[config.mk]
export PLATFORM = sky130hd
export DESIGN_NAME = tbuc_top
export DESIGN_NICKNAME = d
export VERILOG_FILES = /design/src/tbuc_pkg.sv /design/src/tbuc_top.sv
export SDC_FILE = /design/constraint.sdc
export NUM_CORES = 2
export LEC_CHECK = 0
export ABC_AREA = 0
export BUFFER_PORTS_ARGS = -buffer_cell sky130_fd_sc_hd__buf_2
export CAP_MARGIN = 40
export CORE_AREA = 2 2 650 652
export CTS_CLUSTER_SIZE = 28
export DETAILED_ROUTE_END_ITERATION = 16
export DIE_AREA = 0 0 652 654
export PLACE_DENSITY = 0.38
export RECOVER_POWER = 25
export SKIP_CTS_REPAIR_TIMING = 1
export SYNTH_ARGS = -nofsm -noshare
export SYNTH_HDL_FRONTEND = slang
export SYNTH_SLANG_ARGS = --single-unit
[constraint.sdc]
create_clock -name mclk -period 15.5 [get_ports mclk]
set_input_delay 3.1 -clock mclk [delete_from_list [all_inputs] [get_ports mclk]]
set_output_delay 3.1 -clock mclk [all_outputs]
set_load 0.02 [all_outputs]
[src/tbuc_pkg.sv]
// Constants, register map and state type for the torque bias block
package tbuc_pkg;
    // Clock and control tick
    localparam int CLK_MHZ = 200;
    localparam int TICK_MS = 10;
    localparam int TICK_CYCLES = TICK_MS * 1000 * CLK_MHZ;
    // Percent scale, 0.1 % per unit
    localparam int PCT_FULL = 1000;
    localparam int PCT_MAX = 2000;
    localparam int PGAIN_ONE = 100;
    // Terminal function codes
    localparam logic [7:0] FN_SEL_A = 8'h3c;
    localparam logic [7:0] FN_SEL_B = 8'h3d;
    localparam logic [7:0] FN_HOLD = 8'h3e;
    localparam logic [7:0] FN_UNBALANCE_START_CMD = 8'h43;
    // Bias source codes
    localparam logic [1:0] SRC_ANALOG = 2'h0;
    localparam logic [1:0] SRC_DIGITAL = 2'h1;
    localparam logic [1:0] SRC_PI = 2'h2;
    // Register word addresses
    localparam logic [4:0] A_CTRL = 5'h00;
    localparam logic [4:0] A_START = 5'h01;
    localparam logic [4:0] A_END = 5'h02;
    localparam logic [4:0] A_LIMIT = 5'h03;
    localparam logic [4:0] A_PGAIN = 5'h04;
    localparam logic [4:0] A_ITIME = 5'h05;
    localparam logic [4:0] A_DGAIN = 5'h06;
    localparam logic [4:0] A_BGAIN = 5'h07;
    localparam logic [4:0] A_DIG1 = 5'h08;
    localparam logic [4:0] A_DIG2 = 5'h09;
    localparam logic [4:0] A_DIG3 = 5'h0a;
    localparam logic [4:0] A_EST = 5'h0b;
    localparam logic [4:0] A_HOLD = 5'h0c;
    localparam logic [4:0] A_STATUS = 5'h0d;
    localparam logic [4:0] A_BIAS = 5'h0e;
    localparam logic [4:0] A_COMP = 5'h0f;
    localparam logic [4:0] A_TERM = 5'h10;
    // Control register fields
    localparam int CTRL_UC_BIT = 0;
    localparam int CTRL_TQ_BIT = 1;
    localparam int CTRL_SRC_LSB = 2;
    // Reset values
    localparam logic [15:0] RST_LIMIT = 16'h07d0;
    localparam logic [15:0] RST_PGAIN = 16'h0064;
    localparam logic [15:0] RST_GAIN = 16'h03e8;
    localparam logic [15:0] RST_EST = 16'h000a;
    localparam logic [15:0] RST_HOLD = 16'h0014;
    // Unbalance compensation sequence
    typedef enum logic [2:0] {UC_IDLE, UC_WAIT, UC_EST, UC_COMP, UC_DECAY, UC_OFF} tbuc_state_type;
endpackage

[src/tbuc_top.sv]
// Torque bias sequencing and unbalanced load compensation
// Summary of operation
// - Terminal with function code 62 acts as the bias hold command.
// - Hold command freezes the reference bias; release resumes tracking.
// - Run start ramps bias from zero at 100 % per startup time, then tracks.
// - End time zero disables the end ramp; otherwise sets ramp time.
// - Speed control shutdown ramps held reference torque to zero first.
// - Torque control decays total bias after holding time from start.
// - Holding time is raised to estimation time when shorter.
// - Bias magnitude clamped to the limit after gain is applied.
// - PI bias uses proportional gain and integral time.
// - Driving side and braking side gains scale the bias.
// - Three signed digital bias settings, forward torque positive.
// - Compensation enable bit turns unbalance compensation off or on.
// - Estimation and timers start on start command or else on run.
// - Start command before run means no compensation for that run.
// - In speed control, nonzero reference speed ends estimation and applies compensation at once.
// - Speed control holds zero speed, then latches torque as bias.
// - User bias alone before start; then user bias plus compensation.
// - Torque control adds compensation, decaying after holding time.
// - Source select: zero analog, one digital, two PI.
// - Digital select: off/off 1, a only 2, b only zero, both 3.
`timescale 1ns/10ps
module tbuc_top #(
    parameter int TICK_CYCLES = tbuc_pkg::TICK_CYCLES,
    parameter int NUM_TERM = 8
) (
    // Clock and reset
    input wire logic mclk,
    input wire logic reset_n,
    // Register port
    input wire logic [4:0] regAddr,
    input wire logic [15:0] regWrData,
    input wire logic regWrite,
    input wire logic regRead,
    output logic [15:0] regRdData,
    // Host terminals
    input wire logic fwdRunPin,
    input wire logic revRunPin,
    input wire logic [NUM_TERM-1:0] termPin,
    // Regulator side
    input wire logic signed [15:0] analogBias,
    input wire logic signed [15:0] torqueSensor,
    input wire logic signed [15:0] internalRefTorque,
    input wire logic signed [15:0] preRampSpeed,
    // Results
    output logic signed [15:0] torqueBias,
    output logic signed [15:0] refTorqueEnd,
    output logic zeroSpeedHold,
    output logic driveEnable
);
    localparam int STEP_DIV = TICK_CYCLES / tbuc_pkg::PCT_FULL;
    localparam logic signed [31:0] FULL_S = 32'(tbuc_pkg::PCT_FULL);
    localparam logic signed [31:0] MAX_S = 32'(tbuc_pkg::PCT_MAX);
    localparam logic signed [31:0] PONE_S = 32'(tbuc_pkg::PGAIN_ONE);
    localparam logic [31:0] TICK_LAST = 32'(TICK_CYCLES - 1);

    // One unit toward a target
    function automatic logic signed [15:0] stepToward(input logic signed [15:0] v,
                                                      input logic signed [15:0] t);
        stepToward = (v < t) ? v + 16'sh0001 : ((v > t) ? v - 16'sh0001 : v);
    endfunction

    // Saturate to the widest bias
    function automatic logic signed [15:0] sat16(input logic signed [31:0] v);
        sat16 = (v > MAX_S) ? 16'(MAX_S) : ((v < -MAX_S) ? 16'(-MAX_S) : 16'(v));
    endfunction

    logic [1:0] rstSync;
    logic rstN;
    logic [NUM_TERM+1:0] pinMeta, pinSync;
    logic [7:0] termFunc [NUM_TERM];
    logic [15:0] ctrl, startTime, endTime, biasLimit, pGain, iTime;
    logic signed [15:0] driveGain, brakeGain, digBias1, digBias2, digBias3;
    logic [15:0] estTime, holdTime;
    logic runPrev, unblPrev, shutting, rampDone;
    logic [31:0] tickCnt, startCnt, endCnt;
    logic signed [31:0] piAcc;
    logic signed [15:0] refBias, comp, decayVal, endTorque;
    logic [15:0] estCnt, holdCnt;
    tbuc_pkg::tbuc_state_type state, next_state;

    // Reset release, two stages
    always_ff @(posedge mclk or negedge reset_n) begin
        if (!reset_n) rstSync <= 2'h0;
        else rstSync <= {rstSync[0], 1'b1};
    end
    assign rstN = rstSync[1];

    // Host pins cross in through two flops
    always_ff @(posedge mclk or negedge rstN) begin
        if (!rstN) begin
            pinMeta <= '0;
            pinSync <= '0;
        end else begin
            pinMeta <= {fwdRunPin, revRunPin, termPin};
            pinSync <= pinMeta;
        end
    end

    // Terminal function decode
    logic [NUM_TERM-1:0] holdHit, unblHit, unblSet, selAHit, selBHit;
    genvar gi;
    generate
        for (gi = 0; gi < NUM_TERM; gi++) begin : g_term
            assign holdHit[gi] = pinSync[gi] && termFunc[gi] == tbuc_pkg::FN_HOLD;
            assign unblSet[gi] = termFunc[gi] == tbuc_pkg::FN_UNBALANCE_START_CMD;
            assign unblHit[gi] = pinSync[gi] && unblSet[gi];
            assign selAHit[gi] = pinSync[gi] && termFunc[gi] == tbuc_pkg::FN_SEL_A;
            assign selBHit[gi] = pinSync[gi] && termFunc[gi] == tbuc_pkg::FN_SEL_B;
        end
    endgenerate

    wire holdCmd = |holdHit;
    wire unblCmd = |unblHit;
    wire unblCfg = |unblSet;
    wire selA = |selAHit;
    wire selB = |selBHit;
    wire fwdCmd = pinSync[NUM_TERM+1];
    wire runCmd = fwdCmd | pinSync[NUM_TERM];
    wire runRise = runCmd && !runPrev;
    wire runFall = !runCmd && runPrev;
    wire unblRise = unblCmd && !unblPrev;
    wire ucEnable = ctrl[tbuc_pkg::CTRL_UC_BIT];
    wire torqueMode = ctrl[tbuc_pkg::CTRL_TQ_BIT];
    wire [1:0] srcSel = ctrl[tbuc_pkg::CTRL_SRC_LSB +: 2];

    // Tick and ramp step strobes; ramp moves one unit per step
    wire tick = tickCnt == TICK_LAST;
    wire [31:0] startPeriod = 32'(startTime) * 32'(STEP_DIV);
    wire [31:0] endPeriod = 32'(endTime) * 32'(STEP_DIV);
    wire startStep = startCnt + 32'h1 >= startPeriod;
    wire endStep = endCnt + 32'h1 >= endPeriod;

    // Bias source selection
    wire signed [15:0] digBias = selA ? (selB ? digBias3 : digBias2)
                                      : (selB ? 16'sh0000 : digBias1);
    wire signed [31:0] piErr = -32'(torqueSensor);
    wire signed [31:0] piInt = (iTime == 16'h0) ? 32'sh0 : piAcc / $signed({16'h0, iTime});
    wire signed [31:0] piProd = (piErr + piInt) * $signed({16'h0, pGain});
    wire signed [15:0] piBias = sat16(piProd / PONE_S);
    wire signed [15:0] rawBias = (srcSel == tbuc_pkg::SRC_DIGITAL) ? digBias :
                                 (srcSel == tbuc_pkg::SRC_PI) ? piBias :
                                 (srcSel == tbuc_pkg::SRC_ANALOG) ? analogBias : 16'sh0000;

    // Gain by side, then magnitude limit
    wire driving = fwdCmd ? !rawBias[15] : rawBias[15];
    wire signed [15:0] sideGain = driving ? driveGain : brakeGain;
    wire signed [31:0] scaled = (rawBias * sideGain) / FULL_S;
    wire signed [31:0] limS = $signed({16'h0, biasLimit});
    wire signed [15:0] selBias = (scaled > limS) ? 16'(limS) :
                                 ((scaled < -limS) ? 16'(-limS) : 16'(scaled));

    // Effective holding time never below estimation time
    wire [15:0] holdEff = (estTime > holdTime) ? estTime : holdTime;
    wire estDone = estCnt >= estTime || (!torqueMode && preRampSpeed != 16'sh0000);
    wire signed [15:0] userPlusComp = refBias + comp;

    // Register writes
    always_ff @(posedge mclk or negedge rstN) begin
        if (!rstN) begin
            ctrl <= 16'h0;
            startTime <= 16'h0;
            endTime <= 16'h0;
            biasLimit <= tbuc_pkg::RST_LIMIT;
            pGain <= tbuc_pkg::RST_PGAIN;
            iTime <= 16'h0;
            driveGain <= tbuc_pkg::RST_GAIN;
            brakeGain <= tbuc_pkg::RST_GAIN;
            digBias1 <= 16'sh0000;
            digBias2 <= 16'sh0000;
            digBias3 <= 16'sh0000;
            estTime <= tbuc_pkg::RST_EST;
            holdTime <= tbuc_pkg::RST_HOLD;
            for (int i = 0; i < NUM_TERM; i++) termFunc[i] <= 8'h00;
        end else if (regWrite) begin
            unique case (regAddr)
                tbuc_pkg::A_CTRL: ctrl <= regWrData;
                tbuc_pkg::A_START: startTime <= regWrData;
                tbuc_pkg::A_END: endTime <= regWrData;
                tbuc_pkg::A_LIMIT: biasLimit <= regWrData;
                tbuc_pkg::A_PGAIN: pGain <= regWrData;
                tbuc_pkg::A_ITIME: iTime <= regWrData;
                tbuc_pkg::A_DGAIN: driveGain <= regWrData;
                tbuc_pkg::A_BGAIN: brakeGain <= regWrData;
                tbuc_pkg::A_DIG1: digBias1 <= regWrData;
                tbuc_pkg::A_DIG2: digBias2 <= regWrData;
                tbuc_pkg::A_DIG3: digBias3 <= regWrData;
                tbuc_pkg::A_EST: estTime <= regWrData;
                tbuc_pkg::A_HOLD: holdTime <= regWrData;
                default: begin
                    for (int i = 0; i < NUM_TERM; i++) begin
                        if (regAddr == tbuc_pkg::A_TERM + 5'(i)) termFunc[i] <= regWrData[7:0];
                    end
                end
            endcase
        end
    end

    // Read mux; unmapped words read zero
    logic [15:0] rdMux;
    always_comb begin
        rdMux = 16'h0;
        unique case (regAddr)
            tbuc_pkg::A_CTRL: rdMux = ctrl;
            tbuc_pkg::A_START: rdMux = startTime;
            tbuc_pkg::A_END: rdMux = endTime;
            tbuc_pkg::A_LIMIT: rdMux = biasLimit;
            tbuc_pkg::A_PGAIN: rdMux = pGain;
            tbuc_pkg::A_ITIME: rdMux = iTime;
            tbuc_pkg::A_DGAIN: rdMux = driveGain;
            tbuc_pkg::A_BGAIN: rdMux = brakeGain;
            tbuc_pkg::A_DIG1: rdMux = digBias1;
            tbuc_pkg::A_DIG2: rdMux = digBias2;
            tbuc_pkg::A_DIG3: rdMux = digBias3;
            tbuc_pkg::A_EST: rdMux = estTime;
            tbuc_pkg::A_HOLD: rdMux = holdTime;
            tbuc_pkg::A_STATUS: rdMux = {8'h0, 1'b0, 3'(state), holdCmd, rampDone, shutting,
                                         runCmd};
            tbuc_pkg::A_BIAS: rdMux = torqueBias;
            tbuc_pkg::A_COMP: rdMux = comp;
            default: begin
                for (int i = 0; i < NUM_TERM; i++) begin
                    if (regAddr == tbuc_pkg::A_TERM + 5'(i)) rdMux = {8'h0, termFunc[i]};
                end
            end
        endcase
    end

    // Read data valid only the cycle after the strobe
    always_ff @(posedge mclk or negedge rstN) begin
        if (!rstN) regRdData <= 16'h0;
        else regRdData <= regRead ? rdMux : 16'h0;
    end

    // Tick and step counters
    always_ff @(posedge mclk or negedge rstN) begin
        if (!rstN) begin
            tickCnt <= 32'h0;
            startCnt <= 32'h0;
            endCnt <= 32'h0;
        end else begin
            tickCnt <= tick ? 32'h0 : tickCnt + 32'h1;
            startCnt <= startStep ? 32'h0 : startCnt + 32'h1;
            endCnt <= endStep ? 32'h0 : endCnt + 32'h1;
        end
    end

    // PI integrator runs only while a run command stands
    always_ff @(posedge mclk or negedge rstN) begin
        if (!rstN) piAcc <= 32'sh0;
        else if (!runCmd || srcSel != tbuc_pkg::SRC_PI) piAcc <= 32'sh0;
        else if (tick && !holdCmd) piAcc <= 32'(sat16(piAcc + piErr));
    end

    // Startup ramp and hold of the reference bias
    always_ff @(posedge mclk or negedge rstN) begin
        if (!rstN) begin
            refBias <= 16'sh0000;
            rampDone <= 1'b0;
            runPrev <= 1'b0;
            unblPrev <= 1'b0;
        end else begin
            runPrev <= runCmd;
            unblPrev <= unblCmd;
            if (!runCmd || runRise) begin
                refBias <= 16'sh0000;
                rampDone <= 1'b0;
            end else if (holdCmd) begin
                refBias <= refBias;
            end else if (rampDone || startTime == 16'h0 || refBias == selBias) begin
                refBias <= selBias;
                rampDone <= 1'b1;
            end else if (startStep) begin
                refBias <= stepToward(refBias, selBias);
            end
        end
    end

    // Unbalance compensation sequence
    always_comb begin
        next_state = state;
        unique case (state)
            tbuc_pkg::UC_IDLE: begin
                if (runRise && ucEnable) begin
                    if (!unblCfg) next_state = tbuc_pkg::UC_EST;
                    else if (unblCmd) next_state = tbuc_pkg::UC_OFF;
                    else next_state = tbuc_pkg::UC_WAIT;
                end
            end
            tbuc_pkg::UC_WAIT: if (unblRise) next_state = tbuc_pkg::UC_EST;
            tbuc_pkg::UC_EST: if (estDone) next_state = tbuc_pkg::UC_COMP;
            tbuc_pkg::UC_COMP: begin
                if (torqueMode && holdCnt >= holdEff) next_state = tbuc_pkg::UC_DECAY;
            end
            tbuc_pkg::UC_DECAY: next_state = state;
            tbuc_pkg::UC_OFF: next_state = state;
        endcase
        if (!runCmd) next_state = tbuc_pkg::UC_IDLE;
    end

    // Timers, compensation latch and torque control decay
    always_ff @(posedge mclk or negedge rstN) begin
        if (!rstN) begin
            state <= tbuc_pkg::UC_IDLE;
            estCnt <= 16'h0;
            holdCnt <= 16'h0;
            comp <= 16'sh0000;
            decayVal <= 16'sh0000;
        end else begin
            state <= next_state;
            if (state != tbuc_pkg::UC_EST && next_state == tbuc_pkg::UC_EST) begin
                estCnt <= 16'h0;
                holdCnt <= 16'h0;
            end else if (tick) begin
                estCnt <= (estCnt == 16'hffff) ? estCnt : estCnt + 16'h1;
                holdCnt <= (holdCnt == 16'hffff) ? holdCnt : holdCnt + 16'h1;
            end
            if (next_state == tbuc_pkg::UC_IDLE) comp <= 16'sh0000;
            // Against the set bias, not the ramp, so a cut estimation still totals the load
            else if (state == tbuc_pkg::UC_EST && estDone) begin
                comp <= internalRefTorque - selBias;
            end
            if (state == tbuc_pkg::UC_COMP && next_state == tbuc_pkg::UC_DECAY) begin
                decayVal <= (endTime == 16'h0) ? 16'sh0000 : userPlusComp;
            end else if (state == tbuc_pkg::UC_DECAY && endStep) begin
                decayVal <= stepToward(decayVal, 16'sh0000);
            end
        end
    end

    // Speed control end ramp of the held reference torque
    always_ff @(posedge mclk or negedge rstN) begin
        if (!rstN) begin
            shutting <= 1'b0;
            endTorque <= 16'sh0000;
        end else if (runFall && !torqueMode) begin
            shutting <= endTime != 16'h0;
            endTorque <= (endTime == 16'h0) ? 16'sh0000 : internalRefTorque;
        end else if (runCmd || endTorque == 16'sh0000) begin
            shutting <= 1'b0;
            endTorque <= 16'sh0000;
        end else if (shutting && endStep) begin
            endTorque <= stepToward(endTorque, 16'sh0000);
        end
    end

    // Registered outputs; zero speed hold covers the estimation window in speed control only
    always_ff @(posedge mclk or negedge rstN) begin
        if (!rstN) begin
            torqueBias <= 16'sh0000;
            refTorqueEnd <= 16'sh0000;
            zeroSpeedHold <= 1'b0;
            driveEnable <= 1'b0;
        end else begin
            torqueBias <= (state == tbuc_pkg::UC_DECAY) ? decayVal : userPlusComp;
            refTorqueEnd <= endTorque;
            zeroSpeedHold <= state == tbuc_pkg::UC_EST && !torqueMode;
            driveEnable <= runCmd || shutting;
        end
    end

    property p_hold_freeze;
        @(posedge mclk) disable iff (!rstN)
        $past(holdCmd) && $past(runCmd) && $past(runCmd, 2) |-> refBias == $past(refBias);
    endproperty
    a_hold_freeze: assert property (p_hold_freeze) else $error("bias moved under hold");

    property p_ramp_track;
        @(posedge mclk) disable iff (!rstN)
        rampDone && runCmd && runPrev && !holdCmd |=> refBias == $past(selBias);
    endproperty
    a_ramp_track: assert property (p_ramp_track) else $error("bias not tracking");

    property p_limit;
        @(posedge mclk) disable iff (!rstN)
        selBias <= $signed({1'b0, biasLimit}) && selBias >= -$signed({1'b0, biasLimit});
    endproperty
    a_limit: assert property (p_limit) else $error("bias above limit");

    property p_dig_zero;
        @(posedge mclk) disable iff (!rstN)
        srcSel == tbuc_pkg::SRC_DIGITAL && !selA && selB |-> rawBias == 16'sh0000;
    endproperty
    a_dig_zero: assert property (p_dig_zero) else $error("b only not zero");

    property p_early_start;
        @(posedge mclk) disable iff (!rstN)
        runRise && ucEnable && unblCfg && unblCmd |=> state == tbuc_pkg::UC_OFF ##1
        comp == 16'sh0000;
    endproperty
    a_early_start: assert property (p_early_start) else $error("early start compensated");

    property p_uc_disabled;
        @(posedge mclk) disable iff (!rstN)
        runRise && !ucEnable |=> state == tbuc_pkg::UC_IDLE;
    endproperty
    a_uc_disabled: assert property (p_uc_disabled) else $error("disabled but estimating");

    property p_hold_eff;
        @(posedge mclk) disable iff (!rstN)
        holdEff >= estTime && holdEff >= holdTime;
    endproperty
    a_hold_eff: assert property (p_hold_eff) else $error("holding below estimation");

    property p_speed_cut;
        @(posedge mclk) disable iff (!rstN)
        state == tbuc_pkg::UC_EST && runCmd && !torqueMode && preRampSpeed != 16'sh0000
        |=> state == tbuc_pkg::UC_COMP ##1 !zeroSpeedHold;
    endproperty
    a_speed_cut: assert property (p_speed_cut) else $error("estimation not cut");

    property p_zero_hold;
        @(posedge mclk) disable iff (!rstN)
        state == tbuc_pkg::UC_EST && !torqueMode |=> zeroSpeedHold;
    endproperty
    a_zero_hold: assert property (p_zero_hold) else $error("no zero speed hold");

    property p_end_off;
        @(posedge mclk) disable iff (!rstN)
        runFall && !torqueMode && endTime == 16'h0 |=> endTorque == 16'sh0000 && !shutting;
    endproperty
    a_end_off: assert property (p_end_off) else $error("end ramp not disabled");
endmodule

* After elaboration in Yosys (flattened, before gate mapping)
Cells that the tools add are included.
Operators by class: $lt $le $gt $ge 17, bitwise operators 2, divide/modulo/power cells 3, reductions and logical operators 114, multipliers 4, equal/unequal tests 73, muxes and demuxes 70, $add $sub $neg 17
Operators by type and width (number):
- $mux 16 | 48
- $pmux 16 s16 | 1
- $eq 8x6->1 const B | 24
- $mux 32 | 6
- $add 32x1->32 const B | 3
- $add 32x32->32 | 2
- $eq 8x7->1 const B | 8
- $ge 32x27->1 | 2
- $gt 32x12->1 const B | 2
- $logic_not 16->1 | 4
- $lt 32x12->1 const B | 2
- $neg 16->32 | 2
- $add 16x2->16 const B | 3
- $sub 16x2->16 const B | 3
- $logic_and 1x1->1 | 46
- $mul 16x7->23 const B | 2
- $eq 5x4->1 const B | 8
- $eq 5x5->1 const B | 8
- $reduce_or 8->1 | 5
- $reduce_and 2->1 | 18
- $add 16x1->16 const B | 2
- $div 32x11->32 const B | 1
- $div 32x17->32 | 1
- $div 32x8->32 const B | 1
- 43 further kinds | 98
Storage, ports and cells: input port bits 99, output and inout port bits 50, logic and storage cells 344, flip-flop bits (word level) 575

* Depth between registers and ports, before layout
depth after elaboration 25, gate-level depth with buffers 796, mapped depth without buffers 731

* Worst setup path after synthesis
Ideal clock, no wire load.
kind register to register, from register iTime[5], to register refBias[10], library setup time 132 ps, clock period less this slack 152924 ps, arrival time 152792 ps, path buffers 65, data required time 15368 ps, path slack -137424 ps, cell stages (with the launch flop) 754, cells stage by stage dfrtp_1 -> inv_1 -> nand4_1 -> nor2_1 -> nand3_1 -> nor4_1 -> ha_1 -> or4b_1 -> o211ai_1 -> nor2_1 -> ha_1 -> a21oi_1 -> or3_1 -> o21ai_0 -> and3_1 -> ha_1 -> o21ai_1 -> a22oi_1 -> [718 not listed] -> ha_1 -> a21o_1 -> a21o_1 -> a21oi_1 -> nor2b_1 -> o21ai_0 -> nand2b_1 -> a221oi_1 -> nand3_1 -> o21ai_2 -> xnor2_1 -> ha_1 -> or3_1 -> nor3_1 -> a41oi_1 -> a21o_1 -> a21oi_1 -> nor2_1
On the way: word-level cells in the longest chain between the ends 24, elaborated cells between the ends (all ways) 33, classes of those cells 1 x add/sub; 2 x mul; 3 x div; 6 x order compare; 1 x eq/ne; 14 x mux; 6 x reduce/logical
Ends and longest elaborated chain:
- start: declaration | RTL line tbuc_top.sv:73 | logic [15:0] ctrl, startTime, endTime, biasLimit, pGain, iTime;
- start signal: assignment | RTL line tbuc_top.sv:183 | tbuc_pkg::A_ITIME: iTime <= regWrData;
- $div 32x17->32 or $logic_not 16->1 (tied branches) | RTL line tbuc_top.sv:139 | wire signed [31:0] piInt = (iTime == 16'h0) ? 32'sh0 : piAcc / $signed({16'h0, iTime});
- $mux 32 (*) | RTL line tbuc_top.sv:139
- $add 32x32->32 (*) | RTL line tbuc_top.sv:140 | wire signed [31:0] piProd = (piErr + piInt) * $signed({16'h0, pGain});
- $mul 32x17->32 (*) | RTL line tbuc_top.sv:140
- $div 32x8->32 (*) | RTL line tbuc_top.sv:141 | wire signed [15:0] piBias = sat16(piProd / PONE_S);
- $lt 32x12->1 | RTL line tbuc_top.sv:66 | sat16 = (v > MAX_S) ? 16'(MAX_S) : ((v < -MAX_S) ? 16'(-MAX_S) : 16'(v));
- $mux 16 | RTL line tbuc_top.sv:66
- $mux 16 (*) | RTL line tbuc_top.sv:66
- [8 not listed]
- $mux 16 | RTL line tbuc_top.sv:152 | ((scaled < -limS) ? 16'(-limS) : 16'(scaled));
- $mux 16 (*) | RTL line tbuc_top.sv:151 | wire signed [15:0] selBias = (scaled > limS) ? 16'(limS) :
- $lt 16x16->1 | RTL line tbuc_top.sv:61 | stepToward = (v < t) ? v + 16'sh0001 : ((v > t) ? v - 16'sh0001 : v);
- $mux 16 | RTL line tbuc_top.sv:61
- $mux 16 | RTL line tbuc_top.sv:274 | end else if (startStep) begin
- $mux 16 | RTL line tbuc_top.sv:271 | end else if (rampDone || startTime == 16'h0 || refBias == selBias) begin
- $mux 16 | RTL line tbuc_top.sv:269 | end else if (holdCmd) begin
- $mux 16 | RTL line tbuc_top.sv:266 | if (!runCmd || runRise) begin
- end signal: assignment | RTL line tbuc_top.sv:270 | refBias <= refBias;
- end signal: assignment | RTL line tbuc_top.sv:272 | refBias <= selBias;
- end signal: assignment | RTL line tbuc_top.sv:275 | refBias <= stepToward(refBias, selBias);
- end: declaration | RTL line tbuc_top.sv:79 | logic signed [15:0] refBias, comp, decayVal, endTorque;
Mark *: on every way between the ends. The rest lies on a longest branch, timed or not. The select of a mux whose other input is x is not followed. A chain may end at the register's enable or synchronous reset.

==> reports/metrics.cfg <==
[layout]
finalNetCount=18000
layout_commonest_cell=buf_4
drive_gt1_frac=0.381
fill_cells=44000
area_delta_synth_final_pct=43.0
layout_common_cells=buf_4 (3864), inv_1 (1103), nand2_1 (1034)
stdcell_count=21900

[worst_setup_path]
cp.arrival_ns=137.75
path_common_cell=o21a_1
crit_type=reg2reg
cp-start-kind=flop
r2r-start=iTime[9]
crit_start=iTime[9]
regToRegEndpoint=comp[15]
slowest_stage=or4_2
critPathMaxFanout=7
rrSetupSlack_ns=-121.59
critPathMaxStageDelay_ns=0.71
worstRegToRegCells=727
crit_required_ns=16.16
end_kind=flop

[sta]
setup_ws_ns=-121.59
slew_violations=279
fin_crit_ns=137.09
setup_viol=33
tightest_slew_ns=8.19
fmax_ghz=0.00729
tns_ns=-3991.51
finClkSkew_ns=0.0558
rsz0062_at_grt=yes
hold_viol=0
fin_crit_sh=8.84
relSlewSlack=-4.46

[clock_network]
cts.sinks=559
cts.clk_slew.worst_paths_ns=0.06
cts_buffer_depth=3
cts_tree=built
cts_root_buf=clkbuf_16
ctsHtreeMaxLevel=3
cts_inserted_buffers=77
insertion_delay_ns=0.73

[yosys]
synth_top_cell_by_area=fa_1
yosys_warnings=0
synth.top_cell.area_share=0.130
ys.flop_type=dfrtp_1
ys_seq_area_frac=0.134
synth_edf_count=0
syn_avg_cell_area_um2=8.38
syn_inst=12500
ys_seq_elements=559
yosys-top-cells-area=fa_1 (13%), dfrtp_1 (13%), ha_1 (12%)
ys_types=217
async_reset_ff_frac=1.00
syn_area_um2=104000

[min_path]
min_to=rstSync[1]
worstHoldPathCells=0
hold_start=rstSync[0]
min_path_type=reg2reg

[floorplanning]
die-width_um=652
io_pins=149
die_h_um=654
coreArea_um2=419000
start_util=0.249
die_area_um2=426000
std_cell_rows=238

[placed_design]
dp_cells=21500
dp_hpwl_um=352000
place.gp.congestion=0.899
io_buffers=148

[global_route]
grt_pass1_wl_um=646000
grt_usage=0.193
grt_pass1_vias=105000
grt_max_degree=153
grt_overflow=0
antenna_found_initial=33

[drt]
drt-wirelength-per-cell_um=19.5
first_iter_violations=6019
drtPass1Iterations=6
via_per_inst=4.79
drc=0
vias=105000
routed_wl_um=426000
detail-route-antenna-nets=0

[run_status]
failed_checks=capacitance limit, slew limit, setup timing
status=complete, but fails checks

[flow_run]
drv_cap=4

[metal layers]
layer	global-route usage	vias up	wire length, µm
met5	0	-	0
met4	0.0403	0	9290
met3	0.0116	348	11500
met2	0.328	1506	201000
met1	0.270	51000	205000
li1	-	52100	-
[synthesized netlist by cell type (all sizes together) (115+ instances only)]
| cell | count |
|---|---|
| inv | 1134 |
| nand2 | 1095 |
| nor2 | 1057 |
| ha | 971 |
| a21oi | 787 |
| fa | 679 |
| xnor2 | 578 |
| dfrtp | 534 |
| o21ai | 496 |
| nor3 | 416 |
| mux2 | 393 |
| clkbuf | 311 |
| nand3 | 307 |
| and2 | 306 |
| xor2 | 250 |
| o21a | 225 |
| o31ai | 179 |
| a21o | 175 |
| o21bai | 165 |
| nor2b | 149 |
| mux2i | 134 |
| nand4 | 129 |
| buf | 122 |
| a31oi | 121 |
| or3 | 115 |
[worst max-delay path, delay by kind of cell, from the launching register on]
| kind | cells | cell delay [ns] |
|---|---|---|
| AND/OR/NAND/NOR | 175 | 30.92 |
| adder cells (fa/ha/maj) | 54 | 16.52 |
| XOR/XNOR | 29 | 4.65 |
| AO/OA/AOI/OAI | 449 | 83.19 |
| buffers and inverters | 64 | 8.39 |
| multiplexers | 29 | 7.61 |
| flip-flops | 1 | 0.41 |
[flip-flops by register name, summed over array words and instances, names as in the netlist, 32 cells and up]
register  flops
termFunc     64
endCnt       32
startCnt     32
tickCnt      32
[worst max-delay path by stage]
stage	end	slack [ns]
2_1_floorplan	refBias[10]	-124.84
3_3_place_gp	refBias[10]	-124.40
3_5_place_dp	refBias[6]	-125.17
4_1_cts	refBias[6]	-125.86
5_1_grt	refBias[6]	-129.48
6_report	comp[15]	-121.59
[cell type report]
cell class,instances,area (µm²),share of cell area
antenna,32,80.1,0.000536
clock buffer,109,2180,0.0146
clock inverter,34,484,0.00324
inverter,1138,4310,0.0288
multi-input combinational,10400,89500,0.599
sequential,559,14000,0.0938
tap,5520,6910,0.0462
timing repair buffer,4164,31900,0.214
[through the flow]
stage,setup slack (ns),area [µm²],util,hold WS [ns]
3_3_place_gp,-124.40,140000,0.335,0.335
3_5_place_dp,-125.17,141000,0.335,0.338
2_1_floorplan,-124.84,107000,-,0.331
4_1_cts,-125.86,143000,0.341,0.344
5_1_grt,-129.48,149000,0.356,0.363
6_report,-121.59,149000,0.356,0.348
[kinds of logic (layout without fill, tap and decap cells)]
kind of cell    Yosys count  in the layout  synth area share
xor+xnor                829            829            0.0722
fa+ha+maj              1673           1673             0.249
flops                   559            559             0.134
other cells               2             59         0.0000719
simple gates           4187           4188             0.205
compound gates         3114           3114             0.218
buf+inv                1578           5445            0.0654
mux                     528            529            0.0563
Power is left out: the tool's default activity adds up to more than one toggle a clock period on the data nets, which glitch-free logic cannot reach.
